**src/hw/clkgen_params.svh**
```systemverilog
`ifndef CLKGEN_PARAMS_SVH
`define CLKGEN_PARAMS_SVH

// Register byte offsets
`define OFS_SYS_CFG 8'h00
`define OFS_PLL_CFG 8'h04
`define OFS_PRE_CFG 8'h08
`define OFS_STATUS 8'h0C

// Field widths
`define PRE_W 10
`define PLL_INPUT_DIVIDER_FIELD_W 4
`define PLL_FEEDBACK_MULTIPLIER_FIELD_W 7
`define K2_W 7

// pll_config_reg field positions
`define PLL_BAND_LSB 0
`define PLL_REFSEL_BIT 2
`define PLL_BYP_BIT 3
`define PLL_PLL_INPUT_DIVIDER_FIELD_LSB 4
`define PLL_PLL_FEEDBACK_MULTIPLIER_FIELD_LSB 8
`define PLL_K2_LSB 16

// Status field positions
`define ST_SRC_LSB 0
`define ST_LOCK_BIT 2
`define ST_BUSY_BIT 3

// Reset values
`define RST_SRC 2'h0
`define RST_BAND 2'h0
`define RST_BYP 1'h1

// Numeric VCO: phase increment per 8 ns cycle, 24-bit phase
`define FW_W 24
`define FW_STEP 24'h000100
`define FW_B0_MIN 24'h19999A
`define FW_B0_MAX 24'h3851EC
`define FW_B1_MIN 24'h333333
`define FW_B1_MAX 24'h51EB85

`endif

```
**src/hw/clkgen_pkg.sv**
```systemverilog
package clkgen_pkg;

  // Clock source codes
  typedef enum logic [1:0] {
    SRC_WAKE = 2'b00,
    SRC_UNUSED = 2'b01,
    SRC_GEN = 2'b10,
    SRC_DIRECT = 2'b11
  } src_t;

  // Switch-over sequence
  typedef enum logic [1:0] {
    ST_RUN = 2'b00,
    ST_PARK = 2'b01,
    ST_WAIT = 2'b10
  } sw_state_t;

endpackage : clkgen_pkg

```
**src/hw/pin_sync.sv**
```systemverilog
`timescale 1ns/100ps
module pin_sync #(
  parameter int W = 4
) (
  input wire logic clk_sys_i,
  input wire logic arst_n_i,
  input wire logic [W-1:0] pin_i,
  output logic [W-1:0] sync_o
);
  logic [W-1:0] meta_q;
  logic [W-1:0] sync_q;

  // First stage feeds only the second
  always_ff @(posedge clk_sys_i or negedge arst_n_i) begin
    if (!arst_n_i) begin
      meta_q <= '0;
      sync_q <= '0;
    end else begin
      meta_q <= pin_i;
      sync_q <= meta_q;
    end
  end

  assign sync_o = sync_q;

endmodule : pin_sync

```
**src/hw/clock_divider.sv**
```systemverilog
`timescale 1ns/100ps
module clock_divider #(
  parameter int W = 10
) (
  input wire logic clk_sys_i,
  input wire logic arst_n_i,
  input wire logic level_i,
  input wire logic rise_i,
  input wire logic [W-1:0] field_i,
  output logic level_o,
  output logic tick_o
);
  logic [W-1:0] cnt_q;
  logic [W-1:0] cnt_d;
  logic [W:0] half;
  logic wrap;

  // Count source rising edges, wrap at field
  always_comb begin
    half = ({1'b0, field_i} + {{(W-1){1'b0}}, 2'b10}) >> 1;
    wrap = (cnt_q >= field_i);
    cnt_d = cnt_q;
    if (rise_i) begin
      cnt_d = wrap ? '0 : cnt_q + {{(W-1){1'b0}}, 1'b1};
    end
    tick_o = rise_i && wrap;
    // Factor one passes the source level and its duty cycle
    if (field_i == '0) begin
      level_o = level_i;
    end else begin
      level_o = ({1'b0, cnt_q} < half);
    end
  end

  always_ff @(posedge clk_sys_i or negedge arst_n_i) begin
    if (!arst_n_i) begin
      cnt_q <= '0;
    end else begin
      cnt_q <= cnt_d;
    end
  end

endmodule : clock_divider

```
**src/hw/system_clock_generation.sv**
```systemverilog
`timescale 1ns/100ps
`include "clkgen_params.svh"
module system_clock_generation
  import clkgen_pkg::*;
#(
  parameter int PRE_W = `PRE_W,
  parameter int PLL_INPUT_DIVIDER_FIELD_W = `PLL_INPUT_DIVIDER_FIELD_W,
  parameter int PLL_FEEDBACK_MULTIPLIER_FIELD_W = `PLL_FEEDBACK_MULTIPLIER_FIELD_W,
  parameter int K2_W = `K2_W
) (
  input wire logic clk_sys_i,
  input wire logic arst_n_i,
  input wire logic wb_cyc_i,
  input wire logic wb_stb_i,
  input wire logic wb_we_i,
  input wire logic [7:0] wb_adr_i,
  input wire logic [3:0] wb_sel_i,
  input wire logic [31:0] wb_dat_i,
  output logic [31:0] wb_dat_o,
  output logic wb_ack_o,
  input wire logic oscillator_input_i,
  input wire logic external_clock_input_i,
  input wire logic internal_clock_i,
  input wire logic wakeup_clock_i,
  output logic system_clock_o,
  output logic pll_locked_o
);

  // Byte-lane merge of a write
  function automatic logic [31:0] merge(
    input logic [31:0] old_v,
    input logic [31:0] new_v,
    input logic [3:0] sel
  );
    logic [31:0] r;
    r = old_v;
    for (int i = 0; i < 4; i++) begin
      if (sel[i]) begin
        r[i*8 +: 8] = new_v[i*8 +: 8];
      end
    end
    return r;
  endfunction : merge

  // Rising edge of a synchronised level
  function automatic logic rise(input logic cur, input logic prev);
    return cur && !prev;
  endfunction : rise

  // Keep the VCO word inside its band
  function automatic logic [`FW_W-1:0] clamp(
    input logic [`FW_W-1:0] fw,
    input logic [1:0] band
  );
    logic [`FW_W-1:0] lo;
    logic [`FW_W-1:0] hi;
    lo = band[0] ? `FW_B1_MIN : `FW_B0_MIN;
    hi = band[0] ? `FW_B1_MAX : `FW_B0_MAX;
    if (fw < lo) begin
      return lo;
    end else if (fw > hi) begin
      return hi;
    end
    return fw;
  endfunction : clamp

  // Pin clocks pass two flops before use
  logic [3:0] pins_s;
  pin_sync #(
    .W(4)
  ) u_sync (
    .clk_sys_i(clk_sys_i),
    .arst_n_i(arst_n_i),
    .pin_i({wakeup_clock_i, internal_clock_i,
            external_clock_input_i, oscillator_input_i}),
    .sync_o(pins_s)
  );

  logic osc_s;
  logic ext_s;
  logic int_s;
  logic wu_s;
  assign osc_s = pins_s[0];
  assign ext_s = pins_s[1];
  assign int_s = pins_s[2];
  assign wu_s = pins_s[3];

  // Software-visible configuration
  logic [1:0] src_sel_q, src_sel_d;
  logic [1:0] band_q, band_d;
  logic ref_sel_q, ref_sel_d;
  logic vco_bypass_q, vco_bypass_d;
  logic [PLL_INPUT_DIVIDER_FIELD_W-1:0] pll_input_divider_field_q, pll_input_divider_field_d;
  logic [PLL_FEEDBACK_MULTIPLIER_FIELD_W-1:0] pll_feedback_multiplier_field_q, pll_feedback_multiplier_field_d;
  logic [K2_W-1:0] pll_output_divider_field_q, pll_output_divider_field_d;
  logic [PRE_W-1:0] prediv_q, prediv_d;
  logic pend_q, pend_d;
  logic ack_q, ack_d;
  logic [31:0] rdat_q, rdat_d;

  // Settings in use by the clock path
  src_t act_src_q, act_src_d;
  logic act_ref_q, act_ref_d;
  logic act_byp_q, act_byp_d;
  logic [PLL_INPUT_DIVIDER_FIELD_W-1:0] act_p_q, act_p_d;
  logic [PLL_FEEDBACK_MULTIPLIER_FIELD_W-1:0] act_n_q, act_n_d;
  logic [K2_W-1:0] act_k2_q, act_k2_d;
  logic [PRE_W-1:0] act_pre_q, act_pre_d;
  logic [1:0] act_band_q, act_band_d;

  sw_state_t st_q, st_d;
  logic seen_low_q, seen_low_d;
  logic sysclk_q, sysclk_d;
  logic lock_q, lock_d;
  logic cand;
  logic [31:0] pll_word;
  logic [31:0] sys_word;
  logic [31:0] pre_word;
  logic [31:0] stat_word;
  logic [31:0] wv;
  logic req;

  always_comb begin
    sys_word = '0;
    sys_word[1:0] = src_sel_q;
    pll_word = '0;
    pll_word[`PLL_BAND_LSB +: 2] = band_q;
    pll_word[`PLL_REFSEL_BIT] = ref_sel_q;
    pll_word[`PLL_BYP_BIT] = vco_bypass_q;
    pll_word[`PLL_PLL_INPUT_DIVIDER_FIELD_LSB +: PLL_INPUT_DIVIDER_FIELD_W] = pll_input_divider_field_q;
    pll_word[`PLL_PLL_FEEDBACK_MULTIPLIER_FIELD_LSB +: PLL_FEEDBACK_MULTIPLIER_FIELD_W] = pll_feedback_multiplier_field_q;
    pll_word[`PLL_K2_LSB +: K2_W] = pll_output_divider_field_q;
    pre_word = '0;
    pre_word[PRE_W-1:0] = prediv_q;
    stat_word = '0;
    stat_word[`ST_SRC_LSB +: 2] = act_src_q;
    stat_word[`ST_LOCK_BIT] = lock_q;
    stat_word[`ST_BUSY_BIT] = pend_q || (st_q != ST_RUN);
  end

  // Wishbone slave: ack one cycle after request, unmapped reads zero
  always_comb begin
    req = wb_cyc_i && wb_stb_i && !ack_q;
    ack_d = req;
    rdat_d = rdat_q;
    src_sel_d = src_sel_q;
    band_d = band_q;
    ref_sel_d = ref_sel_q;
    vco_bypass_d = vco_bypass_q;
    pll_input_divider_field_d = pll_input_divider_field_q;
    pll_feedback_multiplier_field_d = pll_feedback_multiplier_field_q;
    pll_output_divider_field_d = pll_output_divider_field_q;
    prediv_d = prediv_q;
    pend_d = pend_q;
    wv = '0;
    if (st_q == ST_PARK && !cand) begin
      pend_d = 1'b0;
    end
    if (req && !wb_we_i) begin
      unique case (wb_adr_i)
        `OFS_SYS_CFG: rdat_d = sys_word;
        `OFS_PLL_CFG: rdat_d = pll_word;
        `OFS_PRE_CFG: rdat_d = pre_word;
        `OFS_STATUS: rdat_d = stat_word;
        default: rdat_d = '0;
      endcase
    end
    if (req && wb_we_i) begin
      unique case (wb_adr_i)
        `OFS_SYS_CFG: begin
          wv = merge(sys_word, wb_dat_i, wb_sel_i);
          src_sel_d = wv[1:0];
          pend_d = 1'b1; // A new write re-arms
        end
        `OFS_PLL_CFG: begin
          wv = merge(pll_word, wb_dat_i, wb_sel_i);
          if (!wv[`PLL_BAND_LSB + 1]) begin
            band_d = wv[`PLL_BAND_LSB +: 2]; // Reserved 1X ignored
          end
          ref_sel_d = wv[`PLL_REFSEL_BIT];
          vco_bypass_d = wv[`PLL_BYP_BIT];
          pll_input_divider_field_d = wv[`PLL_PLL_INPUT_DIVIDER_FIELD_LSB +: PLL_INPUT_DIVIDER_FIELD_W];
          pll_feedback_multiplier_field_d = wv[`PLL_PLL_FEEDBACK_MULTIPLIER_FIELD_LSB +: PLL_FEEDBACK_MULTIPLIER_FIELD_W];
          pll_output_divider_field_d = wv[`PLL_K2_LSB +: K2_W];
          pend_d = 1'b1;
        end
        `OFS_PRE_CFG: begin
          wv = merge(pre_word, wb_dat_i, wb_sel_i);
          prediv_d = wv[PRE_W-1:0];
          pend_d = 1'b1;
        end
        default: wv = '0;
      endcase
    end
  end

  always_ff @(posedge clk_sys_i or negedge arst_n_i) begin
    if (!arst_n_i) begin
      ack_q <= 1'b0;
      rdat_q <= '0;
      src_sel_q <= `RST_SRC;
      band_q <= `RST_BAND;
      ref_sel_q <= 1'b0;
      vco_bypass_q <= `RST_BYP;
      pll_input_divider_field_q <= '0;
      pll_feedback_multiplier_field_q <= '0;
      pll_output_divider_field_q <= '0;
      prediv_q <= '0;
      pend_q <= 1'b0;
    end else begin
      ack_q <= ack_d;
      rdat_q <= rdat_d;
      src_sel_q <= src_sel_d;
      band_q <= band_d;
      ref_sel_q <= ref_sel_d;
      vco_bypass_q <= vco_bypass_d;
      pll_input_divider_field_q <= pll_input_divider_field_d;
      pll_feedback_multiplier_field_q <= pll_feedback_multiplier_field_d;
      pll_output_divider_field_q <= pll_output_divider_field_d;
      prediv_q <= prediv_d;
      pend_q <= pend_d;
    end
  end

  // Reference for both prescaler and PLL
  logic ref_lvl;
  logic ref_prev_q;
  logic ref_rise;
  assign ref_lvl = act_ref_q ? int_s : osc_s;
  assign ref_rise = rise(ref_lvl, ref_prev_q);

  logic pre_lvl;
  clock_divider #(
    .W(PRE_W)
  ) u_prescale (
    .clk_sys_i(clk_sys_i),
    .arst_n_i(arst_n_i),
    .level_i(ref_lvl),
    .rise_i(ref_rise),
    .field_i(act_pre_q), // Factor field+1, up to 1024
    .level_o(pre_lvl),
    .tick_o()
  );

  logic p_tick;
  clock_divider #(
    .W(PLL_INPUT_DIVIDER_FIELD_W)
  ) u_pll_input_divider_field (
    .clk_sys_i(clk_sys_i),
    .arst_n_i(arst_n_i),
    .level_i(ref_lvl),
    .rise_i(ref_rise),
    .field_i(act_p_q), // Input divider P
    .level_o(),
    .tick_o(p_tick)
  );

  // Numeric VCO; limited by the 8 ns sample grid
  logic pll_en;
  logic [`FW_W-1:0] acc_q, acc_d;
  logic [`FW_W-1:0] fw_q, fw_d;
  logic [PLL_FEEDBACK_MULTIPLIER_FIELD_W+1:0] fbc_q, fbc_d;
  logic [PLL_FEEDBACK_MULTIPLIER_FIELD_W+1:0] nfac;
  logic vco_prev_q;
  logic vco_rise;
  assign pll_en = (act_src_q == SRC_GEN) && !act_byp_q;
  assign vco_rise = rise(acc_q[`FW_W-1], vco_prev_q);
  assign nfac = {2'b00, act_n_q} + {{(PLL_FEEDBACK_MULTIPLIER_FIELD_W+1){1'b0}}, 1'b1};

  // Frequency loop: N VCO edges per divided reference edge
  always_comb begin
    acc_d = pll_en ? acc_q + fw_q : '0;
    fw_d = fw_q;
    fbc_d = fbc_q;
    lock_d = pll_en ? lock_q : 1'b0;
    if (pll_en && vco_rise && (fbc_q != '1)) begin
      fbc_d = fbc_q + {{(PLL_FEEDBACK_MULTIPLIER_FIELD_W+1){1'b0}}, 1'b1};
    end
    if (pll_en && p_tick) begin
      fbc_d = vco_rise ? {{(PLL_FEEDBACK_MULTIPLIER_FIELD_W+1){1'b0}}, 1'b1} : '0; // Edge on the boundary opens the new window
      lock_d = (fbc_q == nfac);
      // One small step per compare, no jumps
      if (fbc_q < nfac) begin
        fw_d = fw_q + `FW_STEP;
      end else if (fbc_q > nfac) begin
        fw_d = fw_q - `FW_STEP;
      end
    end
    fw_d = clamp(fw_d, act_band_q); // Band limits
  end

  logic k2_lvl;
  clock_divider #(
    .W(K2_W)
  ) u_k2 (
    .clk_sys_i(clk_sys_i),
    .arst_n_i(arst_n_i),
    .level_i(acc_q[`FW_W-1]),
    .rise_i(vco_rise),
    .field_i(act_k2_q), // K2 VCO cycles per output period
    .level_o(k2_lvl),
    .tick_o()
  );

  // Candidate clock from the active source
  always_comb begin
    unique case (act_src_q)
      SRC_WAKE: cand = wu_s;
      SRC_GEN: cand = act_byp_q ? pre_lvl : k2_lvl;
      SRC_DIRECT: cand = ext_s;
      default: cand = wu_s;
    endcase
  end

  // Switch-over: park low, load, resume on a new rising edge
  always_comb begin
    st_d = st_q;
    seen_low_d = seen_low_q;
    act_src_d = act_src_q;
    act_ref_d = act_ref_q;
    act_byp_d = act_byp_q;
    act_p_d = act_p_q;
    act_n_d = act_n_q;
    act_k2_d = act_k2_q;
    act_pre_d = act_pre_q;
    act_band_d = act_band_q;
    sysclk_d = cand;
    unique case (st_q)
      ST_RUN: begin
        if (pend_q) begin
          st_d = ST_PARK;
        end
      end
      ST_PARK: begin
        // Wait out the old high phase
        if (!cand) begin
          sysclk_d = 1'b0;
          act_src_d = src_t'(src_sel_q);
          act_ref_d = ref_sel_q;
          act_byp_d = vco_bypass_q;
          act_p_d = pll_input_divider_field_q;
          act_n_d = pll_feedback_multiplier_field_q;
          act_k2_d = pll_output_divider_field_q;
          act_pre_d = prediv_q;
          act_band_d = band_q;
          seen_low_d = 1'b0;
          st_d = ST_WAIT;
        end
      end
      ST_WAIT: begin
        // Held low until the new clock rises after a low sample
        sysclk_d = 1'b0;
        if (!cand) begin
          seen_low_d = 1'b1;
        end else if (seen_low_q) begin
          sysclk_d = 1'b1;
          st_d = ST_RUN;
        end
      end
      default: begin
        sysclk_d = 1'b0;
        st_d = ST_RUN;
      end
    endcase
  end

  always_ff @(posedge clk_sys_i or negedge arst_n_i) begin
    if (!arst_n_i) begin
      ref_prev_q <= 1'b0;
      vco_prev_q <= 1'b0;
      acc_q <= '0;
      fw_q <= `FW_B0_MIN;
      fbc_q <= '0;
      lock_q <= 1'b0;
      st_q <= ST_RUN;
      seen_low_q <= 1'b0;
      sysclk_q <= 1'b0;
      act_src_q <= src_t'(`RST_SRC);
      act_ref_q <= 1'b0;
      act_byp_q <= `RST_BYP;
      act_p_q <= '0;
      act_n_q <= '0;
      act_k2_q <= '0;
      act_pre_q <= '0;
      act_band_q <= `RST_BAND;
    end else begin
      ref_prev_q <= ref_lvl;
      vco_prev_q <= acc_q[`FW_W-1];
      acc_q <= acc_d;
      fw_q <= fw_d;
      fbc_q <= fbc_d;
      lock_q <= lock_d;
      st_q <= st_d;
      seen_low_q <= seen_low_d;
      sysclk_q <= sysclk_d;
      act_src_q <= act_src_d;
      act_ref_q <= act_ref_d;
      act_byp_q <= act_byp_d;
      act_p_q <= act_p_d;
      act_n_q <= act_n_d;
      act_k2_q <= act_k2_d;
      act_pre_q <= act_pre_d;
      act_band_q <= act_band_d;
    end
  end

  assign wb_ack_o = ack_q;
  assign wb_dat_o = rdat_q;
  assign system_clock_o = sysclk_q;
  assign pll_locked_o = lock_q;

endmodule : system_clock_generation

```
**config.mk**
```make
export PLATFORM = sky130hd
export DESIGN_NAME = system_clock_generation
export DESIGN_NICKNAME = d
export VERILOG_FILES = /design/src/hw/clkgen_pkg.sv /design/src/hw/pin_sync.sv /design/src/hw/clock_divider.sv /design/src/hw/system_clock_generation.sv
export VERILOG_INCLUDE_DIRS = /design/src /design/src/hw
export SDC_FILE = /design/constraint.sdc
export NUM_CORES = 1
export LEC_CHECK = 0
export BUFFER_PORTS_ARGS = -buffer_cell sky130_fd_sc_hd__buf_4
export CAP_MARGIN = 20
export CELL_PAD_IN_SITES_DETAIL_PLACEMENT = 0
export CELL_PAD_IN_SITES_GLOBAL_PLACEMENT = 1
export CORE_MARGIN = 2
export CORE_UTILIZATION = 48
export CTS_CLUSTER_SIZE = 28
export DETAILED_ROUTE_END_ITERATION = 10
export PLACE_DENSITY_LB_ADDON = 0.08
export SLEW_MARGIN = 20
export SYNTH_ARGS = -nofsm -noshare
export SYNTH_HDL_FRONTEND = slang
export SYNTH_SLANG_ARGS = --single-unit
export TNS_END_PERCENT = 20
```
**constraint.sdc**
```tcl
create_clock -name clk_sys_i -period 7.2 [get_ports clk_sys_i]
set_input_delay 0.36 -clock clk_sys_i [delete_from_list [all_inputs] [get_ports clk_sys_i]]
set_output_delay 0.36 -clock clk_sys_i [all_outputs]
set_load 0.01 [all_outputs]
```
==> impl_results.md, run 1 <==
- Status: complete, but fails checks
- Failing checks: hold timing
- Antenna violations before repair: 0
- Synthesized netlist cell count: about 1100
- Htree depth: 4
- Tcrit/Tclk final: 77.4%
- Worst hold path class: in2async
- Crit path kind: reg2reg
- Critical-path cell list: ha_1 -> and3_1 -> nand3_1 -> xor2_1 -> ha_1 -> a211oi_1 -> nand2_1 -> o21ai_0 -> buf_4 -> nor3_1 -> and4b_1 -> a31oi_1 -> nor2_1 -> xor2_1 -> ha_1 -> nor3_1 -> mux2_2 -> a221o_1 -> and4_4 -> nor3_4 -> clkinv_1 -> ha_1 -> mux2_1
- Fin crit period: around 5.6 ns
- Nets: between 1000 and 1500
- Max_cap viols: 0
- Reg2reg path depth: 23
- Worst-Skew Late Latency: around 0.45 ns
- Setup TNS Final: 0 ns
- Initial Util: between 40% and 50%
- Syn Std Cell Area: about 11000 um2
- Share of cells above drive strength 1: 17.9%
- Predominant post-synthesis flop cell: dfrtp_1
- R2r setup slk: 1.62 ns
- Via-per-instance ratio: ~5.5
- Clock Tree Root: clkbuf_16
- Pwr dens: ~210 nW/um2
- Fraction of registers with async set or reset after synthesis: 100%
- Syn_area_per_cell: ~10 um2
- Final Hold Fails: 1
- Antenna viol nets, final: 0
- EDFF count, synth: 0
- CTS tree: done
- VDD IR max: roughly 0.00012 V
- Design Area, Final: ~13000 um2
- Max FO, Critical Path: 12
- Most common library cell in the layout ignoring fill and taps: dfrtp_1
- First-pass DRT Iterations: 6
- GRT Resource Usage Total: a little over a fifth
- Critical path arrival: about 6 ns
- Detailed router's first-iteration violation count: ~380
- GR Overflow Total: 0
- Post-CTS Setup Bufs: 0
- Clock-pin slew of the registers on the worst-case setup and hold paths: ~0.080 ns
- Worst setup path start: act_n_q[0]
- FF+latch count, synth: roughly 180
- Antenna Cells: 0
- First-pass GRT wire length: around 43000 um
- Dpl cells: approximately 1500
- CTS max path bufs: 2
- Clock sinks: 182
- Slew HR: a little over a third
- Pin count of the biggest net entering global routing: 113
- Reg2Reg Launch Point: act_n_q[0]
- Fin util: between 50% and 60%
- Highest Clock Rate: ~180 MHz
- Placed cell areas: between 10000 and 15000 um2
- DR DRC count: 0
- Chip width: around 160 um
- Routed wire length: ~26000 um
- Routed len/inst: between 15 and 20 um
- Slew @ Worst Pin: ~0.95 ns
- Hpwl dp: approximately 19000 um
- Max incr delay on CP: roughly 0.47 ns
- Commonest non-fill, non-tap cells in the layout: dfrtp_1, ha_1, nand2_1, nor2_1, mux2_2
- Capturing point of the worst reg2reg path: fw_q[17]
- Leakage: roughly 6.0 nW
- Yosys warns: 0
- Critical path's slowest cell: a211oi_1
- Hold_ws: -0.00347 ns
- RSZ-0062 raised after global routing: no
- I/O pins: 88
- Area Overhead vs Synth: 12.5%
- TritonCTS Buffers: 17
- Most used cell, CP: ha_1
- Die Height: roughly 160 um
- Crit path capture type: flop
- Distinct cells, synth: between 80 and 90
- Worst setup endpoint: fw_q[17]
- # port buffers: 66
- Die area: between 20000 and 25000 um2
- Slew Limit Fails: 0
- GP Congestion: around 0.8
- Layout Cells excl Fill: 1500
- Row count: 55
- Critical Path RT: about 7.5 ns
- Total core area: between 20000 and 25000 um2
- Clk_skew: 0.0175 ns
- Final setup viols: 0
- Vias in the first global route: between 8000 and 9000
- Fillcell total: 2045
- Sequential area share after synthesis: between 40% and 50%
- Startpoint types: flop
- Via count: about 8300
worst min-delay path by stage:
stage                     startpoint          endpoint  depth (start not counted)
floorplan                   arst_n_i          acc_q[0]                          0
global placement    u_sync.meta_q[3]  u_sync.sync_o[3]                          0
detailed placement  u_sync.meta_q[1]  u_sync.sync_o[1]                          0
CTS                 internal_clock_i  u_sync.meta_q[2]                          1
global route        internal_clock_i  u_sync.meta_q[2]                          1
finish                      arst_n_i         acc_q[10]                          1
registers in the layout, indices dropped and copies added, names as in the netlist, 2 cells and up:
name and count:
act_src_q 2, prediv_q 10, u_sync.meta_q 4, act_pre_q 10, fw_q 23, act_k2_q 7, pll_output_divider_field_q 7, act_n_q 7
pll_input_divider_field_q 4, wb_dat_o 22, u_sync.sync_o 4, act_p_q 4, st_q 2, src_sel_q 2, pll_feedback_multiplier_field_q 7, u_pll_input_divider_field.cnt_q 4
u_k2.cnt_q 7, acc_q 24, u_prescale.cnt_q 10, fbc_q 9
cell type report:
class,count,area [um2],share of cell area (%)
Multi-Input combinational cell,846,6250,49.7
Sequential cell,182,4570,36.3
Timing Repair Buffer,74,567,4.51
Clock buffer,17,425,3.38
Tap cell,313,392,3.11
Inverter,53,199,1.58
Clock inverter,15,179,1.42
power breakdown:
part	switching, mW	internal (mW)
sequential	0.0660	1.07
clock	0.490	0.472
combinational	0.296	0.227
kinds of logic (layout without fill, tap and decap cells):
| logic type | after synthesis | count (layout) | share of synthesized area (%) |
|---|---|---|---|
| other cells | 1 | 11 | 0.0335 |
| compound gates | 216 | 216 | 13.1 |
| simple gates | 372 | 372 | 17.6 |
| flops | 182 | 182 | 40.9 |
| buf+inv | 94 | 159 | 3.68 |
| xor+xnor | 55 | 55 | 4.31 |
| fa+ha+maj | 101 | 101 | 11.4 |
| mux | 91 | 91 | 9.08 |
Yosys cell counts, types with 5 or more instances:
| master | n | area, um2 |
|---|---|---|
| o21ai_0 | 54 | 270 |
| o31ai_1 | 5 | 37.5 |
| mux2_2 | 76 | 856 |
| nor3_1 | 20 | 100 |
| mux2i_1 | 10 | 100 |
| nor4_1 | 12 | 75.1 |
| or3_1 | 11 | 68.8 |
| and3_1 | 30 | 188 |
| buf_4 | 11 | 82.6 |
| xor2_1 | 21 | 184 |
| nor2_1 | 78 | 293 |
| a211oi_1 | 11 | 82.6 |
| nand3_1 | 38 | 190 |
| dfrtp_1 | 170 | 4250 |
| a21oi_1 | 42 | 210 |
| dfstp_2 | 12 | 315 |
| o21a_1 | 12 | 90.1 |
| a31oi_1 | 6 | 37.5 |
| a22oi_1 | 6 | 45.0 |
| ha_1 | 100 | 1250 |
| nand2_1 | 80 | 300 |
| and2_1 | 15 | 93.8 |
| and4_1 | 6 | 52.6 |
| o21bai_1 | 8 | 60.1 |
| nand2b_1 | 14 | 87.6 |
| a221o_1 | 8 | 80.1 |
| xnor2_1 | 34 | 298 |
| a21o_1 | 21 | 158 |
| clkbuf_1 | 25 | 93.8 |
| a22o_1 | 6 | 52.6 |
| nor2b_1 | 14 | 87.6 |
| nand4_1 | 20 | 125 |
| inv_1 | 52 | 195 |
critical path, delay by kind of cell (launching register included):
| family | cells | cell delay, ns |
|---|---|---|
| xor gates and xnor gates | 2 | 0.44 |
| and+or+nand+nor | 9 | 1.42 |
| adders and majority gates | 4 | 1.02 |
| buffers and inverters | 2 | 0.54 |
| DFF | 1 | 0.42 |
| AOI/OAI and AO/OA | 4 | 1.06 |
| muxes | 2 | 0.57 |
through the flow:
step           power (mW)  setup WS (ns)
3_5_place_dp         1.68           1.65
6_report             2.62           1.62
5_1_grt              2.76           1.11
2_1_floorplan        1.53           2.16
3_3_place_gp         1.68           1.78
4_1_cts              2.65           1.61
layer usage:
layer,global-route usage (%),share of wire (%)
met1,31.1,50
met2,35.2,46
met3,3.02,2.6
met4,6.51,1.5
met5,0,0
timing repair:
| action | 4_1_cts | 5_1_grt |
|---|---|---|
| hold endpoints to repair | 2 | 0 |
| hold buffers | 2 | 0 |
| resized for setup | 0 | 0 |
Note: power is estimated with default switching activity, not from simulation.
==> inputs of run 2 (changes only) <==
--- a/config.mk
+++ b/config.mk
@@ -11,7 +11,7 @@
 export CELL_PAD_IN_SITES_DETAIL_PLACEMENT = 0
 export CELL_PAD_IN_SITES_GLOBAL_PLACEMENT = 1
 export CORE_MARGIN = 2
-export CORE_UTILIZATION = 48
+export CORE_UTILIZATION = 43
 export CTS_CLUSTER_SIZE = 28
 export DETAILED_ROUTE_END_ITERATION = 10
 export PLACE_DENSITY_LB_ADDON = 0.08
==> constraint.sdc (replaced) <==
create_clock -name clk_sys_i -period 4.61 [get_ports clk_sys_i]
set_input_delay 0.2305 -clock clk_sys_i [delete_from_list [all_inputs] [get_ports clk_sys_i]]
set_output_delay 0.2305 -clock clk_sys_i [all_outputs]
set_load 0.01 [all_outputs]
==> run 2 against run 1 <==
The run ends with setup timing left. Maximum frequency increased by 16%. Final cell count increased by 6.6%. Register-to-register slack got worse by 1.8 ns. Wire length increased by 9.7%. Hold slack improved by 0.021 ns. Combinational power increased by 90%. Flip-flop and latch count unchanged. Clock skew decreased by 0.00076 ns. Sequential share of layout area decreased by 2.1 points. Count of clock-buffer cells in the layout increased by 1. Critical endpoint is now fw_q[8]. Largest cell class unchanged. Highest routed layer unchanged.
==> impl_results.md, run 2 (same netlist as run 1, synthesis figures left out) <==
- Die area: 27300 um2
- Setup WS pre-CTS: -0.319 ns
- Pin count of the biggest net entering global routing: around 110
- Initial Util: between 40 and 50%
- Clk_skew: 0.0167 ns
- VDD IR max: 0.000291 V
- Hold_ws: between 0.015 and 0.02 ns
- DR DRC count: 0
- Post-route setup slack: -0.206 ns
- Max incr delay on CP: about 0.46 ns
- Slew HR: around 40%
- Critical path arrival: 5.19 ns
- Critical Path RT: around 5 ns
- Via count: around 8600
- Die Height: approximately 170 um
- M1 wire length: between 10000 and 15000 um
- Fin crit period: 4.82 ns
- R2r setup slk: -0.21 ns
- GP Congestion: around 0.83
- First-pass GRT wire length: approximately 46000 um
- CTS tree: done
- CTS max path bufs: 2
- Final setup viols: 20
- Clock sinks: between 150 and 200
- WL met2: approximately 13000 um
- Hold path depth: 2
- I/O pins: 88
- Area Overhead vs Synth: 19.5%
- Crit path capture type: flop
- # port buffers: 66
- Highest Clock Rate: just over 200 MHz
- Via-per-instance ratio: ~5.4
- Worst-Skew Late Latency: 0.44 ns
- Routed wire length: 28000 um
- Slew Limit Fails: 0
- Max_cap viols: 0
- Largest reg by FF count: acc_q
- First-pass DRT Iterations: 5
- Failing checks: setup timing
- Reg2Reg Launch Point: act_n_q[1]
- Leakage: approximately 6.3 nW
- Pwr dens: approximately 320 nW/um2
- Share of cells above drive strength 1: 24.1%
- Layout Cells excl Fill: 1599
- Chip width: 165 um
- Clock Tree Root: clkbuf_16
- GR Overflow Total: 0
- Sequential Area: ~4600 um2
- Routed len/inst: around 18 um
- Row count: 59
- Startpoint types: flop
- GRT Resource Usage Total: between 20% and 30%
- Vias in the first global route: between 8000 and 9000
- Nets: 1405
- Critical path's slowest cell: or3b_2
- Total core area: ~26000 um2
- Final Hold Fails: 0
- Most common library cell in the layout ignoring fill and taps: dfrtp_1
- Max FFs per register: 24
- Slew @ Worst Pin: 0.899 ns
- Critical-path cell list: ha_2 -> and3_4 -> nand3_2 -> xor2_1 -> ha_1 -> buf_4 -> o211ai_1 -> nand2_1 -> buf_6 -> o21ai_4 -> buf_4 -> nor4_2 -> nor2_1 -> xnor2_1 -> ha_1 -> or3b_2 -> mux2i_2 -> nand4b_1 -> o22ai_4 -> o21ai_4 -> buf_4 -> or2_1
- Most used cell, CP: buf_4
- Tcrit/Tclk final: 104%
- RSZ-0062 raised after global routing: yes
- Reg2reg path depth: 22
- Fillcell total: approximately 2400
- Capturing point of the worst reg2reg path: fw_q[8]
- Crit path kind: reg2reg
- Highest metal used: met4
- Antenna viol nets, final: 0
- Commonest non-fill, non-tap cells in the layout: dfrtp_1, buf_4, ha_1, nand2_1, nor2_1
- Hpwl dp: 20600 um
- TritonCTS Buffers: 17
- Clock-pin slew of the registers on the worst-case setup and hold paths: roughly 0.090 ns
- Hold Path End: pll_output_divider_field_q[3]
- Status: complete, but fails checks
- Worst hold path class: in2reg
- Htree depth: 4
- Met3 wire len: roughly 1100 um
- Multi-input gate area: about 6400 um2
- Antenna violations before repair: 0
- Max FO, Critical Path: 7
- Detailed router's first-iteration violation count: ~420
- Dpl cells: around 1500
- HP Start: wb_dat_i[19]
- Antenna Cells: 0
## run 2: cell types whose count changed in the layout (fill, tap and decap cells not counted), moves of 3 or more
cell	before	now
buf_6	0	3
nor3_2	1	4
a211oi_2	1	4
dlygate4sd3_1	2	10
buf_4	71	136
nor3_1	19	16
ha_1	100	96
a211oi_1	11	8
## run 2: critical path: cells and delay by family (launching register included)
family,cells,cell delay [ns]
AOI/OAI and AO/OA,4,0.60
xor gates and xnor gates,2,0.31
adders and majority gates,3,0.81
buffers and inverters,4,0.58
DFF,1,0.38
muxes,1,0.31
and+or+nand+nor,8,1.77
## run 2: final cells by class
cell class              instances  share of cell area [%]
multi-input cells             847                    48.0
flip-flops and latches        182                    34.2
repair buffers                150                    8.75
clock buffers                  18                    3.21
well taps                     335                    3.14
inverters                      53                    1.50
clock inverters                14                    1.19
## run 2: power breakdown
part | switching, mW | internal, mW | total [mW] | leakage [nW]
Clock | 0.741 | 0.728 | 1.47 | 0.276
Sequential | 0.116 | 1.68 | 1.79 | 2.45
Combinational | 0.526 | 0.468 | 0.994 | 3.60
Total | 1.38 | 2.87 | 4.26 | 6.34
## run 2: worst max path at each step
stage / from / to / slack, ns
floorplan: act_n_q[0] / fw_q[17] / -0.04
global placement: act_n_q[0] / fw_q[9] / -0.27
detailed placement: act_n_q[1] / fw_q[13] / -0.32
CTS: act_n_q[0] / fw_q[17] / -0.15
global route: act_n_q[1] / fw_q[8] / -0.47
finish: act_n_q[1] / fw_q[8] / -0.21
## run 2: routing by layer
layer	global-route usage, %	up-vias
met5	0	-
met3	4.37	29
li1	-	4292
met1	30.3	4124
met2	33.6	148
met4	5.93	0
## run 2: timing repair
action                                 CTS  global route
hold buffers                             8             2
endpoints found under the hold margin  100             2
setup buffers                            7             3
cloned                                   1             0
resized for setup                       12            11
pin swaps                               16            15
setup endpoints to repair               22            22
## run 2: through the flow
stage	util [%]	total power [mW]	cell area (um2)	TNS, ns
final	51.9	4.26	13400	-2.72
after global routing	51.9	4.49	13400	-8.94
after CTS	51.5	4.28	13300	-1.69
after detailed placement	48.4	2.73	12500	-4.72
after global placement	48.4	2.72	12500	-3.61
after floorplan	-	2.40	11300	-0.0491
